## src/core/sector_lock_pkg.sv

```systemverilog
// shared constants and carrier types for the sector protection lock block
// assumes a single 50 MHz clock and spi pins already synchronous to it
package sector_lock_pkg;

  // ----------------------------------------------------------------
  // geometry
  // ----------------------------------------------------------------
  localparam int SECTOR_COUNT = 32;
  localparam int SECTOR_IDX_W = 5;
  localparam int BYTE_W = 8;
  localparam int ADDR_BYTES = 3;

  // ----------------------------------------------------------------
  // opcodes
  // ----------------------------------------------------------------
  localparam logic [7:0] OP_READ_PROTECTION = 8'h3C;

  // ----------------------------------------------------------------
  // first status byte layout
  // ----------------------------------------------------------------
  localparam int LOCK_BIT_POS = 7;
  localparam int GLOBAL_MSB = 5;
  localparam int GLOBAL_LSB = 2;
  localparam logic [3:0] GLOBAL_UNPROTECT_CODE = 4'h0;
  localparam logic [3:0] GLOBAL_PROTECT_CODE = 4'hF;

  // ----------------------------------------------------------------
  // reset values and summary encodings
  // ----------------------------------------------------------------
  localparam logic LOCK_RESET = 1'b0;
  localparam logic SECTOR_PROT_RESET = 1'b1;
  localparam logic [1:0] SUMMARY_NONE = 2'h0;
  localparam logic [1:0] SUMMARY_SOME = 2'h1;
  localparam logic [1:0] SUMMARY_ALL = 2'h3;

  // ----------------------------------------------------------------
  // carriers
  // ----------------------------------------------------------------
  typedef struct packed {
    logic rise;
    logic fall;
    logic byte_done;
    logic [7:0] data;
  } spi_evt_s;

  typedef struct packed {
    logic global_set;
    logic global_clr;
    logic sector_set;
    logic sector_clr;
    logic [4:0] sector_idx;
  } prot_req_s;

endpackage

```

## src/core/sector_protect_bank.sv

```systemverilog
// one volatile protection bit per sector, with global and single updates
// assumes requests are already gated by the locking logic
`timescale 1ns/1ps
`default_nettype none
module sector_protect_bank
(
  input wire logic clk,
  input wire logic rst,
  input wire sector_lock_pkg::prot_req_s req,
  output logic [sector_lock_pkg::SECTOR_COUNT-1:0] prot_q
);

  genvar i;
  generate
    for (i = 0; i < sector_lock_pkg::SECTOR_COUNT; i++)
    begin : g_sector
      logic hit;
      assign hit = (req.sector_idx == 5'(i));
      // power-up leaves every sector protected
      always_ff @(posedge clk)
      begin
        if (rst)
          prot_q[i] <= sector_lock_pkg::SECTOR_PROT_RESET;
        else if (req.global_set || (req.sector_set && hit))
          prot_q[i] <= 1'b1;
        else if (req.global_clr || (req.sector_clr && hit))
          prot_q[i] <= 1'b0;
      end
    end
  endgenerate

endmodule
`default_nettype wire

```

## src/core/sector_protection_lock.sv

```systemverilog
// sector protection read command and hardware/software locking
// assumes an spi mode 0 host; pins synchronous to the 50 MHz clock
//
// Overview of operation
// - read protection: opcode 3Ch, three address bytes
// - output one bit on every serial clock falling edge after address
// - repeat FFh if protected, 00h otherwise
// - chip select release ends read, output floats
// - release accepted at any bit position
// - read value ignores write-protect pin level
// - each sector bit alone decides its protection
// - write-protect pin only acts on locking
// - hardware lock when pin low and lock set
// - hardware lock ignores protect, unprotect, status writes
// - clearing lock performs no global operation
// - pin low: lock clears only by power cycle
// - power-up: all protected, not locked
// - pin high: software lock, clearable, blocks sector commands
// - setting lock also applies decoded global operation
// - lock clear: sector and global commands accepted
// - summary bits report all, some or none
// - 00h unprotects, 7Fh protects, FFh protects and locks
// - bits 5..2 decoded only, bit 7 stored
`timescale 1ns/1ps
`default_nettype none
module sector_protection_lock
#(
  // opcode values for the commands that locking gates; plain defaults
  parameter logic [7:0] OP_WRITE_STATUS = 8'h01,
  parameter logic [7:0] OP_PROTECT_SECTOR = 8'h36,
  parameter logic [7:0] OP_UNPROTECT_SECTOR = 8'h39
)
(
  input wire logic clk,
  input wire logic rst,
  input wire logic sck,
  input wire logic cs_n,
  input wire logic si,
  input wire logic wp_n,
  output logic so,
  output logic so_oe,
  output logic protection_lock_bit,
  output logic [1:0] protection_summary_bits,
  output logic hw_locked
);

  // ----------------------------------------------------------------
  // command sequencer states
  // ----------------------------------------------------------------
  typedef enum logic [4:0] {
    ST_OPCODE = 5'h01,
    ST_ADDR = 5'h02,
    ST_STATUS = 5'h04,
    ST_READOUT = 5'h08,
    ST_IGNORE = 5'h10
  } cmd_state_e;

  typedef enum logic [2:0] {
    CMD_READ = 3'h1,
    CMD_PROTECT = 3'h2,
    CMD_UNPROTECT = 3'h4
  } addr_cmd_e;

  sector_lock_pkg::spi_evt_s evt;
  sector_lock_pkg::prot_req_s req;
  logic [sector_lock_pkg::SECTOR_COUNT-1:0] prot_q;

  cmd_state_e state_q;
  addr_cmd_e cmd_q;
  logic [1:0] addr_cnt_q;
  logic [4:0] sector_idx_q;
  logic lock_q;
  logic hw_lock;
  logic last_addr;
  logic [3:0] global_code;

  // ----------------------------------------------------------------
  // leaves
  // ----------------------------------------------------------------
  spi_byte_sampler u_sampler
  (
    .clk(clk),
    .rst(rst),
    .sck(sck),
    .cs_n(cs_n),
    .si(si),
    .evt(evt)
  );

  sector_protect_bank u_bank
  (
    .clk(clk),
    .rst(rst),
    .req(req),
    .prot_q(prot_q)
  );

  // ----------------------------------------------------------------
  // locking
  // ----------------------------------------------------------------
  // the pin never touches sector bits, it only qualifies the lock
  assign hw_lock = ~wp_n & lock_q;
  assign last_addr = (addr_cnt_q == 2'(sector_lock_pkg::ADDR_BYTES - 1));
  assign global_code =
    evt.data[sector_lock_pkg::GLOBAL_MSB:sector_lock_pkg::GLOBAL_LSB];

  // ----------------------------------------------------------------
  // command sequencer
  // ----------------------------------------------------------------
  always_ff @(posedge clk)
  begin
    if (rst || cs_n)
    begin
      state_q <= ST_OPCODE;
      cmd_q <= CMD_READ;
      addr_cnt_q <= 2'h0;
    end
    else if (evt.byte_done)
    begin
      case (state_q)
        ST_OPCODE:
        begin
          addr_cnt_q <= 2'h0;
          if (evt.data == sector_lock_pkg::OP_READ_PROTECTION)
          begin
            state_q <= ST_ADDR;
            cmd_q <= CMD_READ;
          end
          else if (evt.data == OP_PROTECT_SECTOR)
          begin
            state_q <= ST_ADDR;
            cmd_q <= CMD_PROTECT;
          end
          else if (evt.data == OP_UNPROTECT_SECTOR)
          begin
            state_q <= ST_ADDR;
            cmd_q <= CMD_UNPROTECT;
          end
          else if (evt.data == OP_WRITE_STATUS)
            state_q <= ST_STATUS;
          else
            state_q <= ST_IGNORE;
        end
        ST_ADDR:
        begin
          addr_cnt_q <= addr_cnt_q + 2'h1;
          if (last_addr)
            state_q <= (cmd_q == CMD_READ) ? ST_READOUT : ST_IGNORE;
        end
        ST_STATUS:
          state_q <= ST_IGNORE;
        ST_READOUT:
          state_q <= ST_READOUT;
        ST_IGNORE:
          state_q <= ST_IGNORE;
        default:
          state_q <= ST_IGNORE;
      endcase
    end
  end

  // first address byte carries A23..A16; low address bits are dropped
  always_ff @(posedge clk)
  begin
    if (rst)
      sector_idx_q <= 5'h00;
    else if (evt.byte_done && state_q == ST_ADDR && addr_cnt_q == 2'h0)
      sector_idx_q <= evt.data[sector_lock_pkg::SECTOR_IDX_W-1:0];
  end

  // ----------------------------------------------------------------
  // protection updates
  // ----------------------------------------------------------------
  always_comb
  begin
    req = '0;
    req.sector_idx = sector_idx_q;
    if (evt.byte_done && !hw_lock)
    begin
      // sector commands obeyed only while the lock bit is clear
      if (state_q == ST_ADDR && last_addr && !lock_q)
      begin
        req.sector_set = (cmd_q == CMD_PROTECT);
        req.sector_clr = (cmd_q == CMD_UNPROTECT);
      end
      // globals only from an unlocked state; clearing the lock never does
      if (state_q == ST_STATUS && !lock_q)
      begin
        req.global_set = (global_code == sector_lock_pkg::GLOBAL_PROTECT_CODE);
        req.global_clr =
          (global_code == sector_lock_pkg::GLOBAL_UNPROTECT_CODE);
      end
    end
  end

  // only bit 7 of the status byte is stored; bits 5..2 are decoded above
  always_ff @(posedge clk)
  begin
    if (rst)
      lock_q <= sector_lock_pkg::LOCK_RESET;
    else if (evt.byte_done && state_q == ST_STATUS && !hw_lock)
      lock_q <= evt.data[sector_lock_pkg::LOCK_BIT_POS];
  end

  // ----------------------------------------------------------------
  // serial output
  // ----------------------------------------------------------------
  // every bit of the repeating byte equals the sector bit, so no byte
  // counter is needed and release mid-byte is harmless
  always_ff @(posedge clk)
  begin
    if (rst || cs_n)
    begin
      so <= 1'b0;
      so_oe <= 1'b0;
    end
    else if (state_q == ST_READOUT && evt.fall)
    begin
      so <= prot_q[sector_idx_q];
      so_oe <= 1'b1;
    end
  end

  // ----------------------------------------------------------------
  // status outputs
  // ----------------------------------------------------------------
  always_ff @(posedge clk)
  begin
    if (rst)
    begin
      protection_summary_bits <= sector_lock_pkg::SUMMARY_ALL;
      protection_lock_bit <= sector_lock_pkg::LOCK_RESET;
      hw_locked <= 1'b0;
    end
    else
    begin
      if (&prot_q)
        protection_summary_bits <= sector_lock_pkg::SUMMARY_ALL;
      else if (|prot_q)
        protection_summary_bits <= sector_lock_pkg::SUMMARY_SOME;
      else
        protection_summary_bits <= sector_lock_pkg::SUMMARY_NONE;
      protection_lock_bit <= lock_q;
      hw_locked <= hw_lock;
    end
  end

endmodule
`default_nettype wire

```

## src/core/spi_byte_sampler.sv

```systemverilog
// serial clock edge detection and byte assembly for an spi mode 0 slave
// assumes sck, cs_n and si are already synchronous to clk
`timescale 1ns/1ps
`default_nettype none
module spi_byte_sampler
(
  input wire logic clk,
  input wire logic rst,
  input wire logic sck,
  input wire logic cs_n,
  input wire logic si,
  output sector_lock_pkg::spi_evt_s evt
);

  logic sck_q;
  logic [2:0] bit_cnt_q;
  logic [6:0] shift_q;

  always_ff @(posedge clk)
  begin
    if (rst)
      sck_q <= 1'b0;
    else
      sck_q <= sck;
  end

  always_comb
  begin
    evt.rise = sck & ~sck_q & ~cs_n;
    evt.fall = ~sck & sck_q & ~cs_n;
    evt.byte_done = evt.rise & (bit_cnt_q == 3'h7);
    evt.data = {shift_q, si};
  end

  // cs release restarts byte framing at any bit position
  always_ff @(posedge clk)
  begin
    if (rst || cs_n)
    begin
      bit_cnt_q <= 3'h0;
      shift_q <= 7'h00;
    end
    else if (evt.rise)
    begin
      bit_cnt_q <= bit_cnt_q + 3'h1;
      shift_q <= {shift_q[5:0], si};
    end
  end

endmodule
`default_nettype wire
```

## config.mk

```make
export PLATFORM = sky130hd
export DESIGN_NAME = sector_protection_lock
export DESIGN_NICKNAME = d
export VERILOG_FILES = /design/src/core/sector_lock_pkg.sv /design/src/core/sector_protect_bank.sv /design/src/core/sector_protection_lock.sv /design/src/core/spi_byte_sampler.sv
export SDC_FILE = /design/constraint.sdc
export NUM_CORES = 1
export LEC_CHECK = 0
export BUFFER_PORTS_ARGS = -buffer_cell sky130_fd_sc_hd__buf_2
export CAP_MARGIN = 10
export CORE_AREA = 10 10 102 104
export CTS_CLUSTER_SIZE = 30
export DETAILED_ROUTE_END_ITERATION = 12
export DIE_AREA = 0 0 112 114
export HOLD_SLACK_MARGIN = 0.08
export PLACE_DENSITY_LB_ADDON = 0.3
export SYNTH_ARGS = -nofsm -noshare
export SYNTH_HDL_FRONTEND = slang
export SYNTH_SLANG_ARGS = --single-unit
```

## constraint.sdc

```tcl
create_clock -name clk -period 3.81 [get_ports clk]
set_clock_uncertainty 0.15 [all_clocks]
set_input_delay 0.1905 -clock clk [delete_from_list [all_inputs] [get_ports clk]]
set_output_delay 0.1905 -clock clk [all_outputs]
set_load 0.01 [all_outputs]
```

# ---- After elaboration in Yosys (flattened, before gate mapping)
# Index checks and enable logic that the tools add are counted.
dict set report word_totals {
  inputBits 6
  elab_cells 304
  regBits 65
  out_inout_bits 6
}
dict set report op_classes {
  eq_ne 46
  n_bitwise 10
  n_reduce_logical 183
  magnitude_cmp 1
  add_sub_neg 2
  mux 17
}
# op count
set ops {}
lappend ops {{5-bit equality test, second input constant} 16}
lappend ops {{1-bit logical AND} 73}
lappend ops {{2-bit OR reduction} 33}
lappend ops {{1-bit logical OR} 65}
lappend ops {{5-bit by 4-bit equality test with 1-bit output, second input constant} 9}
lappend ops {{32-bit AND reduction} 1}
lappend ops {{32-bit OR reduction} 1}
lappend ops {{5-bit 2-to-1 mux} 6}
lappend ops {{5-bit by 3-bit equality test with 1-bit output, second input constant} 5}
lappend ops {{8-bit by 6-bit equality test with 1-bit output, second input constant} 3}
lappend ops {{5-bit by 2-bit equality test with 1-bit output, second input constant} 3}
lappend ops {{5-bit one-hot mux with 3 select lines} 1}
lappend ops {{5-bit by 1-bit equality test with 1-bit output, second input constant} 2}
lappend ops {{3-bit 2-to-1 mux} 3}
lappend ops {{8-bit by 1-bit equality test with 1-bit output, second input constant} 1}
lappend ops {{1-bit AND} 6}
lappend ops {{3-bit equality test, second input constant} 2}
lappend ops {{5-bit by 6-bit < comparator with 1-bit output, second input constant} 1}
lappend ops {{1-bit binary-select mux with 5-bit select} 1}
lappend ops {{5-bit logical NOT} 1}
lappend ops {{4-bit equality test, second input constant} 1}
lappend ops {{4-bit logical NOT} 1}
lappend ops {{2-bit 2-to-1 mux} 2}
lappend ops {{4-bit 2-to-1 mux} 1}
lappend ops {{15 further kinds} 21}

# ---- Depth between registers and ports, before layout
# Gate-level depths: netlist (run 1).
dict set report depth {
  ltp_word 9
  depth_mapped 11
  mapped_depth_nobuf 7
}

# ---- Modules after synthesis
# A second synthesis (run 1) with hierarchy kept.
dict set report hier_totals {
  cells_unflattened 377
  hier_area_um2 3438.3
}
# module cells_per_inst area_each_um2 instances seq_area_each_um2
set modules_own_cells {}
lappend modules_own_cells {sector_protect_bank 164 1486.4 1 640.6}
lappend modules_own_cells {sector_protection_lock 160 1476.4 1 440.4}
lappend modules_own_cells {spi_byte_sampler 53 475.5 1 220.2}

# ---- Least setup slack after synthesis (run 1)
# No wires, ideal clock.
dict set report synth_timing {
  path_type {reg2reg}
  from {reg u_sampler.bit_cnt_q[0]}
  to {reg u_bank.prot_q[0] in the netlist's numbering}
  t_required_ns 3.538
  t_arrival_ns 2.207
  path_stages_with_launch 12
  setup_ns 0.122
  synth_period_minus_slack_ns 2.479
  setup_slack_ns 1.331
  n_path_buf 4
  path_cell_list {dfxtp_1 -> ha_1 -> ha_1 -> nor4bb_2 -> and4b_1 -> buf_4 -> and3_1 -> buf_2 -> and4bb_1 -> buf_4 -> buf_6 -> a221o_1}
}
dict set report synth_between {
  elab_chain_cells 7
  word_cells_on_any_way 9
  cone_classes {eq/ne: 1; mux: 1; bitwise: 1; reduce/logical: 6}
}
# element line
set synth_lines {}
lappend synth_lines {{from (decl)} spi_byte_sampler.sv:16} ;# logic [2:0] bit_cnt_q;
lappend synth_lines {{from (signal assigned)} spi_byte_sampler.sv:45} ;# bit_cnt_q <= bit_cnt_q + 3'h1;
lappend synth_lines {{3-bit equality test (*)} spi_byte_sampler.sv:31} ;# evt.byte_done = evt.rise & (bit_cnt_q == 3'h7);
lappend synth_lines {{1-bit AND (*)} spi_byte_sampler.sv:31}
lappend synth_lines {{1-bit logical AND (*)} sector_protection_lock.sv:178} ;# if (evt.byte_done && !hw_lock)
lappend synth_lines {{4-bit 2-to-1 mux (*)} sector_protection_lock.sv:178}
lappend synth_lines {{1-bit logical AND} sector_protect_bank.sv:24} ;# else if (req.global_set || (req.sector_set && hit))
lappend synth_lines {{1-bit logical OR} sector_protect_bank.sv:24}
lappend synth_lines {{2-bit OR reduction (no line)} --}
lappend synth_lines {{to (signal, indexed assignment)} sector_protect_bank.sv:23} ;# prot_q[i] <= sector_lock_pkg::SECTOR_PROT_RESET;
lappend synth_lines {{to (decl)} sector_protect_bank.sv:10} ;# output logic [sector_lock_pkg::SECTOR_COUNT-1:0] prot_q
# Every way passes the cells marked *; elsewhere a longest branch is shown, timed or not.
# A chain may end at the register's enable or synchronous reset.

# ---- Worst setup path after layout (run 1)
dict set report layout_timing {
  from {reg u_sampler.bit_cnt_q[0]}
  to {reg u_bank.prot_q[27] in the netlist's numbering}
}
# The elaborated chain is that of the path after synthesis.

==> impl_metrics.env, run 1 <==
export IMPL_drive_above_1_share=0.1074
export IMPL_synth_edff_count=0
export IMPL_clock_fmax_ghz=0.3448
export IMPL_drc=0
export IMPL_start_util=0.3841
export IMPL_multiInputGateArea_um2=1795
export IMPL_tns_ns=0
export IMPL_finalWorstSetupSlack_ns=0.9096
export IMPL_syn_avg_cell_area_um2=9.134
export IMPL_final_fill_count=818
export IMPL_syn_to_final_growth_pct=9.965
export IMPL_end_kind="flop"
export IMPL_nNetsFinal=369
export IMPL_worstSkewPairLatency_ns=0.34
export IMPL_cp_top_family="simple AND/OR/NAND/NOR gates"
export IMPL_crit_chain="ha_1 -> ha_1 -> nor4bb_2 -> and4b_1 -> and3_1 -> buf_4 -> a31oi_1 -> a221o_1"
export IMPL_dpl_worst_slack_ns=0.9472
export IMPL_setup_viol=0
export IMPL_seq_area_frac_synth=0.4002
export IMPL_fin_crit_ns=2.900
export IMPL_first_pass_iters=5
export IMPL_vias=2942
export IMPL_cp_max_fo=32
export IMPL_grt_pass1_wl_um=13790
export IMPL_port_buffers=11
export IMPL_yosys_warnings=0
export IMPL_cts_sinks=65
export IMPL_seqCellArea_um2=1301
export IMPL_netlist_instances=356
export IMPL_start_kind="flop"
export IMPL_path_class="reg2reg"
export IMPL_power_leakage_nw=1.246
export IMPL_slew_violations=0
export IMPL_rows=34
export IMPL_clkTransAtPathRegs_ns=0.06
export IMPL_cts_tree="yes"
export IMPL_fp_dieArea_um2=12770
export IMPL_cts_root_buf="clkbuf_8"
export IMPL_cts_buffers=9
export IMPL_fp_dieH_um=114
export IMPL_drtAntennaViolNets=0
export IMPL_cp_num_buf_inv=1
export IMPL_min_path_type="reg2reg"
export IMPL_io_pins=12
export IMPL_required_ns=3.88
export IMPL_maxCapViolations=0
export IMPL_ctsHtreeMaxLevel=3
export IMPL_synth_async_sr_flop_share=0
export IMPL_slew_headroom=0.2141
export IMPL_core_um2=8466
export IMPL_synthFlopType="dfxtp_1"
export IMPL_hpwl_um=5579
export IMPL_cp_slowest_stage_delay_ns=0.46
export IMPL_die_w_um=112
export IMPL_antenna_found_initial=0
export IMPL_ctsResizeCount=0
export IMPL_grt_use_total=0.1272
export IMPL_viasPerCell=6.246
export IMPL_hold_viol=0
export IMPL_period_share=0.7613
export IMPL_vdd_ir_drop_max_uv=196.0
export IMPL_grt_start_max_net_pins=33
export IMPL_slowest_stage="and4b_1"
export IMPL_grt_pass1_vias=2688
export IMPL_p_per_area_nw_per_um2=350.1
export IMPL_routedWlPerCell_um=17.65
export IMPL_drt_total_wl_um=8312
export IMPL_synth_seq_cells=65
export IMPL_synth_area_um2=3252
export IMPL_rsz0062_at_grt="false"
export IMPL_ys_types=47
export IMPL_worstMarginPinSlew_ns=1.174
export IMPL_clock_path_buffers=2
export IMPL_drt_initial_drc_count=180
export IMPL_globalplace_congestion=0.8776
export IMPL_post_route_util=0.4224
export IMPL_synth_nets=366
export IMPL_status="completed"
export IMPL_cp_arrival_ns=2.97
export IMPL_path_common_cell="ha_1"
export IMPL_gr_total_overflow=0
export IMPL_diodes=0
layer usage:
metal / up-vias / global-route usage / wire length [µm] / part of all wire
met4: 0 / 0.04061 / 173 / 0.021
met3: 20 / 0.02992 / 487 / 0.059
li1: 1394 / - / - / -
met2: 116 / 0.2078 / 3906 / 0.47
met1: 1412 / 0.1618 / 3744 / 0.45
met5: - / 0 / 0 / 0
where the power goes:
part | leakage, nW | switching (mW) | total [mW] | internal [mW]
Clock | 0.0980 | 0.253 | 0.536 | 0.282
Combinational | 0.623 | 0.0203 | 0.0342 | 0.0139
Sequential | 0.525 | 0.00144 | 0.682 | 0.681
Yosys cell counts, drive strengths merged (3+ instances only):
master   n  area share
a21oi   11       0.017
a221o   32       0.099
a31oi   32       0.062
buf     16       0.030
clkbuf  12       0.014
dfxtp   65        0.40
ha       4       0.015
inv      7      0.0081
mux2i   23       0.071
mux4     4       0.028
nand2   21       0.024
nand2b   4      0.0077
nand3    9       0.014
nand3b   3      0.0069
nand4   12       0.023
nor2    35       0.040
nor2b    6       0.012
nor3    13       0.020
nor4    12       0.023
o21ai    4      0.0062
or4      3      0.0069
sequential cells by signal, summed over array words and instances, names as in the netlist:
signal                   flops
u_bank.prot_q               32
addr_cnt_q                   2
u_sampler.bit_cnt_q          3
u_sampler.shift_q            7
protection_summary_bits      2
hw_locked                    1
state_q                      5
so_oe                        1
u_sampler.sck_q              1
so                           1
protection_lock_bit          1
lock_q                       1
cmd_q                        3
sector_idx_q                 5
worst paths after layout:
path / cells after the start / slack (ns) / to / from
worst max register to register: 8 / 0.91 / u_bank.prot_q[27] / u_sampler.bit_cnt_q[0]
worst max-delay path: 8 / 0.91 / u_bank.prot_q[27] / u_sampler.bit_cnt_q[0]
worst min register to register: 2 / 0.32 / so_oe / so_oe
worst min-delay path: 2 / 0.32 / so_oe / so_oe
kinds of logic (layout without fill, tap and decap cells):
kind of cell / Yosys count / count (layout) / synth area share
compound gates: 91 / 91 / 0.2128
flops: 65 / 65 / 0.4002
fa+ha+maj: 4 / 4 / 0.01539
mux: 27 / 27 / 0.09850
xor+xnor: 2 / 2 / 0.005388
buf+inv: 35 / 42 / 0.05233
simple gates: 132 / 132 / 0.2155
cells in the final DEF, fill, tap and decap left out, drive strengths merged, types with 2 or more instances in the layout:
master,instances
clkinv,3
nor4bb,2
and3,2
a21o,2
a31oi,32
nor4,12
buf,14
nor3,13
nand2b,4
a21oi,11
clkbuf,12
dlygate4sd3,6
and4b,2
nor2,35
a211oi,2
mux4,4
nand2,21
o21ai,4
nor3b,2
dfxtp,65
or4,3
mux2i,23
ha,4
nand4,12
nand3,9
inv,7
a221o,32
nand3b,3
nor2b,6
worst reg2reg max path, cell delays in order, from the launching register on:
cell and delay [ns]:
dfxtp_1 0.35, ha_1 0.16, ha_1 0.15, nor4bb_2 0.38, and4b_1 0.46, and3_1 0.26
buf_4 0.34, a31oi_1 0.16, a221o_1 0.39
repair_timing:
| action | 4_1_cts | 5_1_grt |
|---|---|---|
| setup endpoints to repair | 0 | 0 |
| hold endpoints to repair | 11 | 0 |
| buffers inserted | 0 | 0 |
| hold buffers | 6 | 0 |
per-stage QoR:
stage | instance area, µm² | hold WS, ns | total power [mW] | cells
2_1_floorplan | 3252 | 0.1674 | 0.7172 | 356
3_3_place_gp | 3336 | 0.3047 | 0.7265 | 450
3_5_place_dp | 3336 | 0.3068 | 0.7271 | 450
4_1_cts | 3576 | 0.3220 | 1.262 | 471
5_1_grt | 3576 | 0.3642 | 1.285 | 471
6_report | 3576 | 0.3159 | 1.252 | 471
layout make-up:
type                            count  share of cell area
Multi-Input combinational cell    256              0.5021
Clock inverter                      3            0.004199
Timing Repair Buffer               20             0.03849
Clock buffer                       12             0.04619
Tap cell                          108             0.03779
Sequential cell                    65              0.3639
Inverter                            7            0.007348
Note: power is estimated with default switching activity, not from simulation.
==> inputs of run 2 (changes only) <==
--- a/config.mk
+++ b/config.mk
@@ -5,12 +5,13 @@
 export SDC_FILE = /design/constraint.sdc
 export NUM_CORES = 1
 export LEC_CHECK = 0
+export ABC_AREA = 1
 export BUFFER_PORTS_ARGS = -buffer_cell sky130_fd_sc_hd__buf_2
 export CAP_MARGIN = 10
-export CORE_AREA = 10 10 102 104
+export CORE_AREA = 10 10 108 110
 export CTS_CLUSTER_SIZE = 30
 export DETAILED_ROUTE_END_ITERATION = 12
-export DIE_AREA = 0 0 112 114
+export DIE_AREA = 0 0 118 120
 export HOLD_SLACK_MARGIN = 0.08
 export PLACE_DENSITY_LB_ADDON = 0.3
 export SYNTH_ARGS = -nofsm -noshare
==> constraint.sdc (replaced) <==
create_clock -name clk -period 2.98 [get_ports clk]
set_clock_uncertainty 0.15 [all_clocks]
set_input_delay 0.149 -clock clk [delete_from_list [all_inputs] [get_ports clk]]
set_output_delay 0.149 -clock clk [all_outputs]
set_load 0.01 [all_outputs]
==> impl_metrics.env, run 2 <==
export IMPL_syn_to_final_growth_pct=11.59
export IMPL_synthFlopType="dfxtp_1"
export IMPL_netlist_instances=578
export IMPL_tns_ns=0
export IMPL_dpl_worst_slack_ns=0.6555
export IMPL_drc=0
export IMPL_drt_initial_drc_count=292
export IMPL_clock_path_buffers=2
export IMPL_start_util=0.3924
export IMPL_grt_start_max_net_pins=33
export IMPL_ctsResizeCount=0
export IMPL_min_path_type="reg2reg"
export IMPL_worstMarginPinSlew_ns=0.7550
export IMPL_power_leakage_nw=1.885
export IMPL_total_power_mw=1.703
export IMPL_required_ns=3.08
export IMPL_die_w_um=118
export IMPL_final_cell_mix="nor2_1 (128), nand2_1 (114), inv_1 (66)"
export IMPL_drive_above_1_share=0.1298
export IMPL_postLayoutCellArea_um2=4182
export IMPL_fp_dieH_um=120
export IMPL_ys_types=33
export IMPL_yosys_top_cells_area="dfxtp_1 (35%), nor2_1 (13%), nand2_1 (11%)"
export IMPL_globalplace_congestion=0.8990
export IMPL_cts_tree="yes"
export IMPL_synth_edff_count=0
export IMPL_fp_dieArea_um2=14160
export IMPL_hpwl_um=6969
export IMPL_clkTransAtPathRegs_ns=0.07
export IMPL_period_share=0.7760
export IMPL_gr_total_overflow=0
export IMPL_holdWs_ns=0.3054
export IMPL_status="completed"
export IMPL_vias=3660
export IMPL_nNetsFinal=606
export IMPL_synth_area_um2=3747
export IMPL_setup_viol=0
export IMPL_fin_crit_ns=2.312
export IMPL_largest_register="u_bank.prot_q"
export IMPL_synth_seq_cells=65
export IMPL_diodes=0
export IMPL_cp_arrival_ns=2.41
export IMPL_io_pins=12
export IMPL_grt_pass1_wl_um=16960
export IMPL_mostFrequentLayoutCell="nor2_1"
export IMPL_drtAntennaViolNets=0
export IMPL_routedWlPerCell_um=13.46
export IMPL_drt_total_wl_um=9878
export IMPL_yosysMostFrequentCell="nor2_1"
export IMPL_rsz0062_at_grt="false"
export IMPL_slew_violations=0
export IMPL_clock_fmax_ghz=0.4324
export IMPL_maxCapViolations=0
export IMPL_synth_top_cell_area_share=0.3472
export IMPL_finalWorstSetupSlack_ns=0.6676
export IMPL_largest_reg_flops=32
export IMPL_synth_commonest_cells="nor2_1 (128), nand2_1 (114), inv_1 (66)"
export IMPL_synth_area_leader_cell="dfxtp_1"
export IMPL_first_pass_iters=4
export IMPL_vdd_ir_drop_max_uv=253.2
export IMPL_cts_buffers=9
export IMPL_cts_sinks=65
export IMPL_slew_headroom=0.4948
export IMPL_viasPerCell=4.986
export IMPL_antenna_found_initial=0
export IMPL_reg_top3="u_bank.prot_q x32, u_sampler.shift_q x7"
export IMPL_path_class="reg2reg"
export IMPL_place_area_um2=3915
export IMPL_synth_async_sr_flop_share=0
export IMPL_cp_max_fo=17
export IMPL_core_um2=9549
export IMPL_end_kind="flop"
export IMPL_final_fill_count=1019
export IMPL_synth_nets=588
export IMPL_seq_area_frac_synth=0.3472
export IMPL_post_cts_setup_buffers=0
export IMPL_grt_pass1_vias=3530
export IMPL_cts_root_buf="clkbuf_8"
export IMPL_rows=36
export IMPL_worstSkewPairLatency_ns=0.37
export IMPL_syn_avg_cell_area_um2=6.483
export IMPL_ctsHtreeMaxLevel=3
export IMPL_port_buffers=11
export IMPL_p_per_area_nw_per_um2=407.3
export IMPL_yosys_warnings=0
export IMPL_grt_use_total=0.1438
export IMPL_start_kind="flop"
export IMPL_hold_viol=0
## run 2: cell count changes in the layout (fill, tap and decap cells not counted), sizes merged, moves of 36 or more
cell	before	now
nand3	9	45
inv	7	71
nor2	35	132
o21ai	4	57
nand2	21	114
## run 2: layout make-up
class	instances	area [µm²]	share of cell area
timing repair buffer	28	212.7	0.05087
clock inverter	6	68.82	0.01646
sequential	65	1301	0.3112
inverter	74	280.3	0.06703
clock buffer	10	127.6	0.03052
tap	133	166.4	0.03980
multi-input combinational	418	2024	0.4841
## run 2: cells by family (layout without fill, tap and decap cells)
logic type	after synthesis	after routing	synth area share
flops	65	65	0.3472
simple gates	329	329	0.3810
fa+ha+maj	4	4	0.01336
buf+inv	95	118	0.1125
compound gates	85	85	0.1459
## run 2: layer usage
| metal | part of all wire | track usage |
|---|---|---|
| met5 | 0 | 0 |
| met4 | 0.015 | 0.05564 |
| met3 | 0.062 | 0.03797 |
| met2 | 0.47 | 0.2395 |
| met1 | 0.45 | 0.1741 |
## run 2: critical path: stages, from the launching register on
cell	delay, ns
dfxtp_1	0.33
ha_1	0.15
ha_1	0.14
nand4_1	0.13
inv_2	0.12
o21ai_4	0.10
inv_2	0.08
nand3_2	0.40
buf_12	0.35
o21ai_0	0.17
nand2_1	0.07
## run 2: repair_timing
item	CTS	global route
hold endpoints to repair	8	0
setup endpoints to repair	0	0
hold buffers	7	0
## run 2: through the flow
| stage | cells | utilization |
|---|---|---|
| 2_1_floorplan | 578 | - |
| 6_report | 734 | 0.4379 |
| 5_1_grt | 734 | 0.4379 |
| 4_1_cts | 734 | 0.4379 |
| 3_5_place_dp | 711 | 0.4100 |
| 3_3_place_gp | 711 | 0.4100 |
## run 2: where the power goes
| part | leakage, nW | switching, mW | internal (mW) | total, mW |
|---|---|---|---|---|
| Clock | 0.0964 | 0.374 | 0.389 | 0.763 |
| Sequential | 0.526 | 0.00388 | 0.873 | 0.876 |
| Combinational | 1.26 | 0.0398 | 0.0235 | 0.0633 |
## run 2: worst paths after layout
path	to	from	slack, ns	cells past startpoint
worst max-delay path	u_bank.prot_q[28]	u_sampler.bit_cnt_q[0]	0.67	10
worst min-delay path	u_sampler.bit_cnt_q[1]	u_sampler.bit_cnt_q[1]	0.31	2
worst max register to register	u_bank.prot_q[28]	u_sampler.bit_cnt_q[0]	0.67	10
worst min register to register	u_sampler.bit_cnt_q[1]	u_sampler.bit_cnt_q[1]	0.31	2
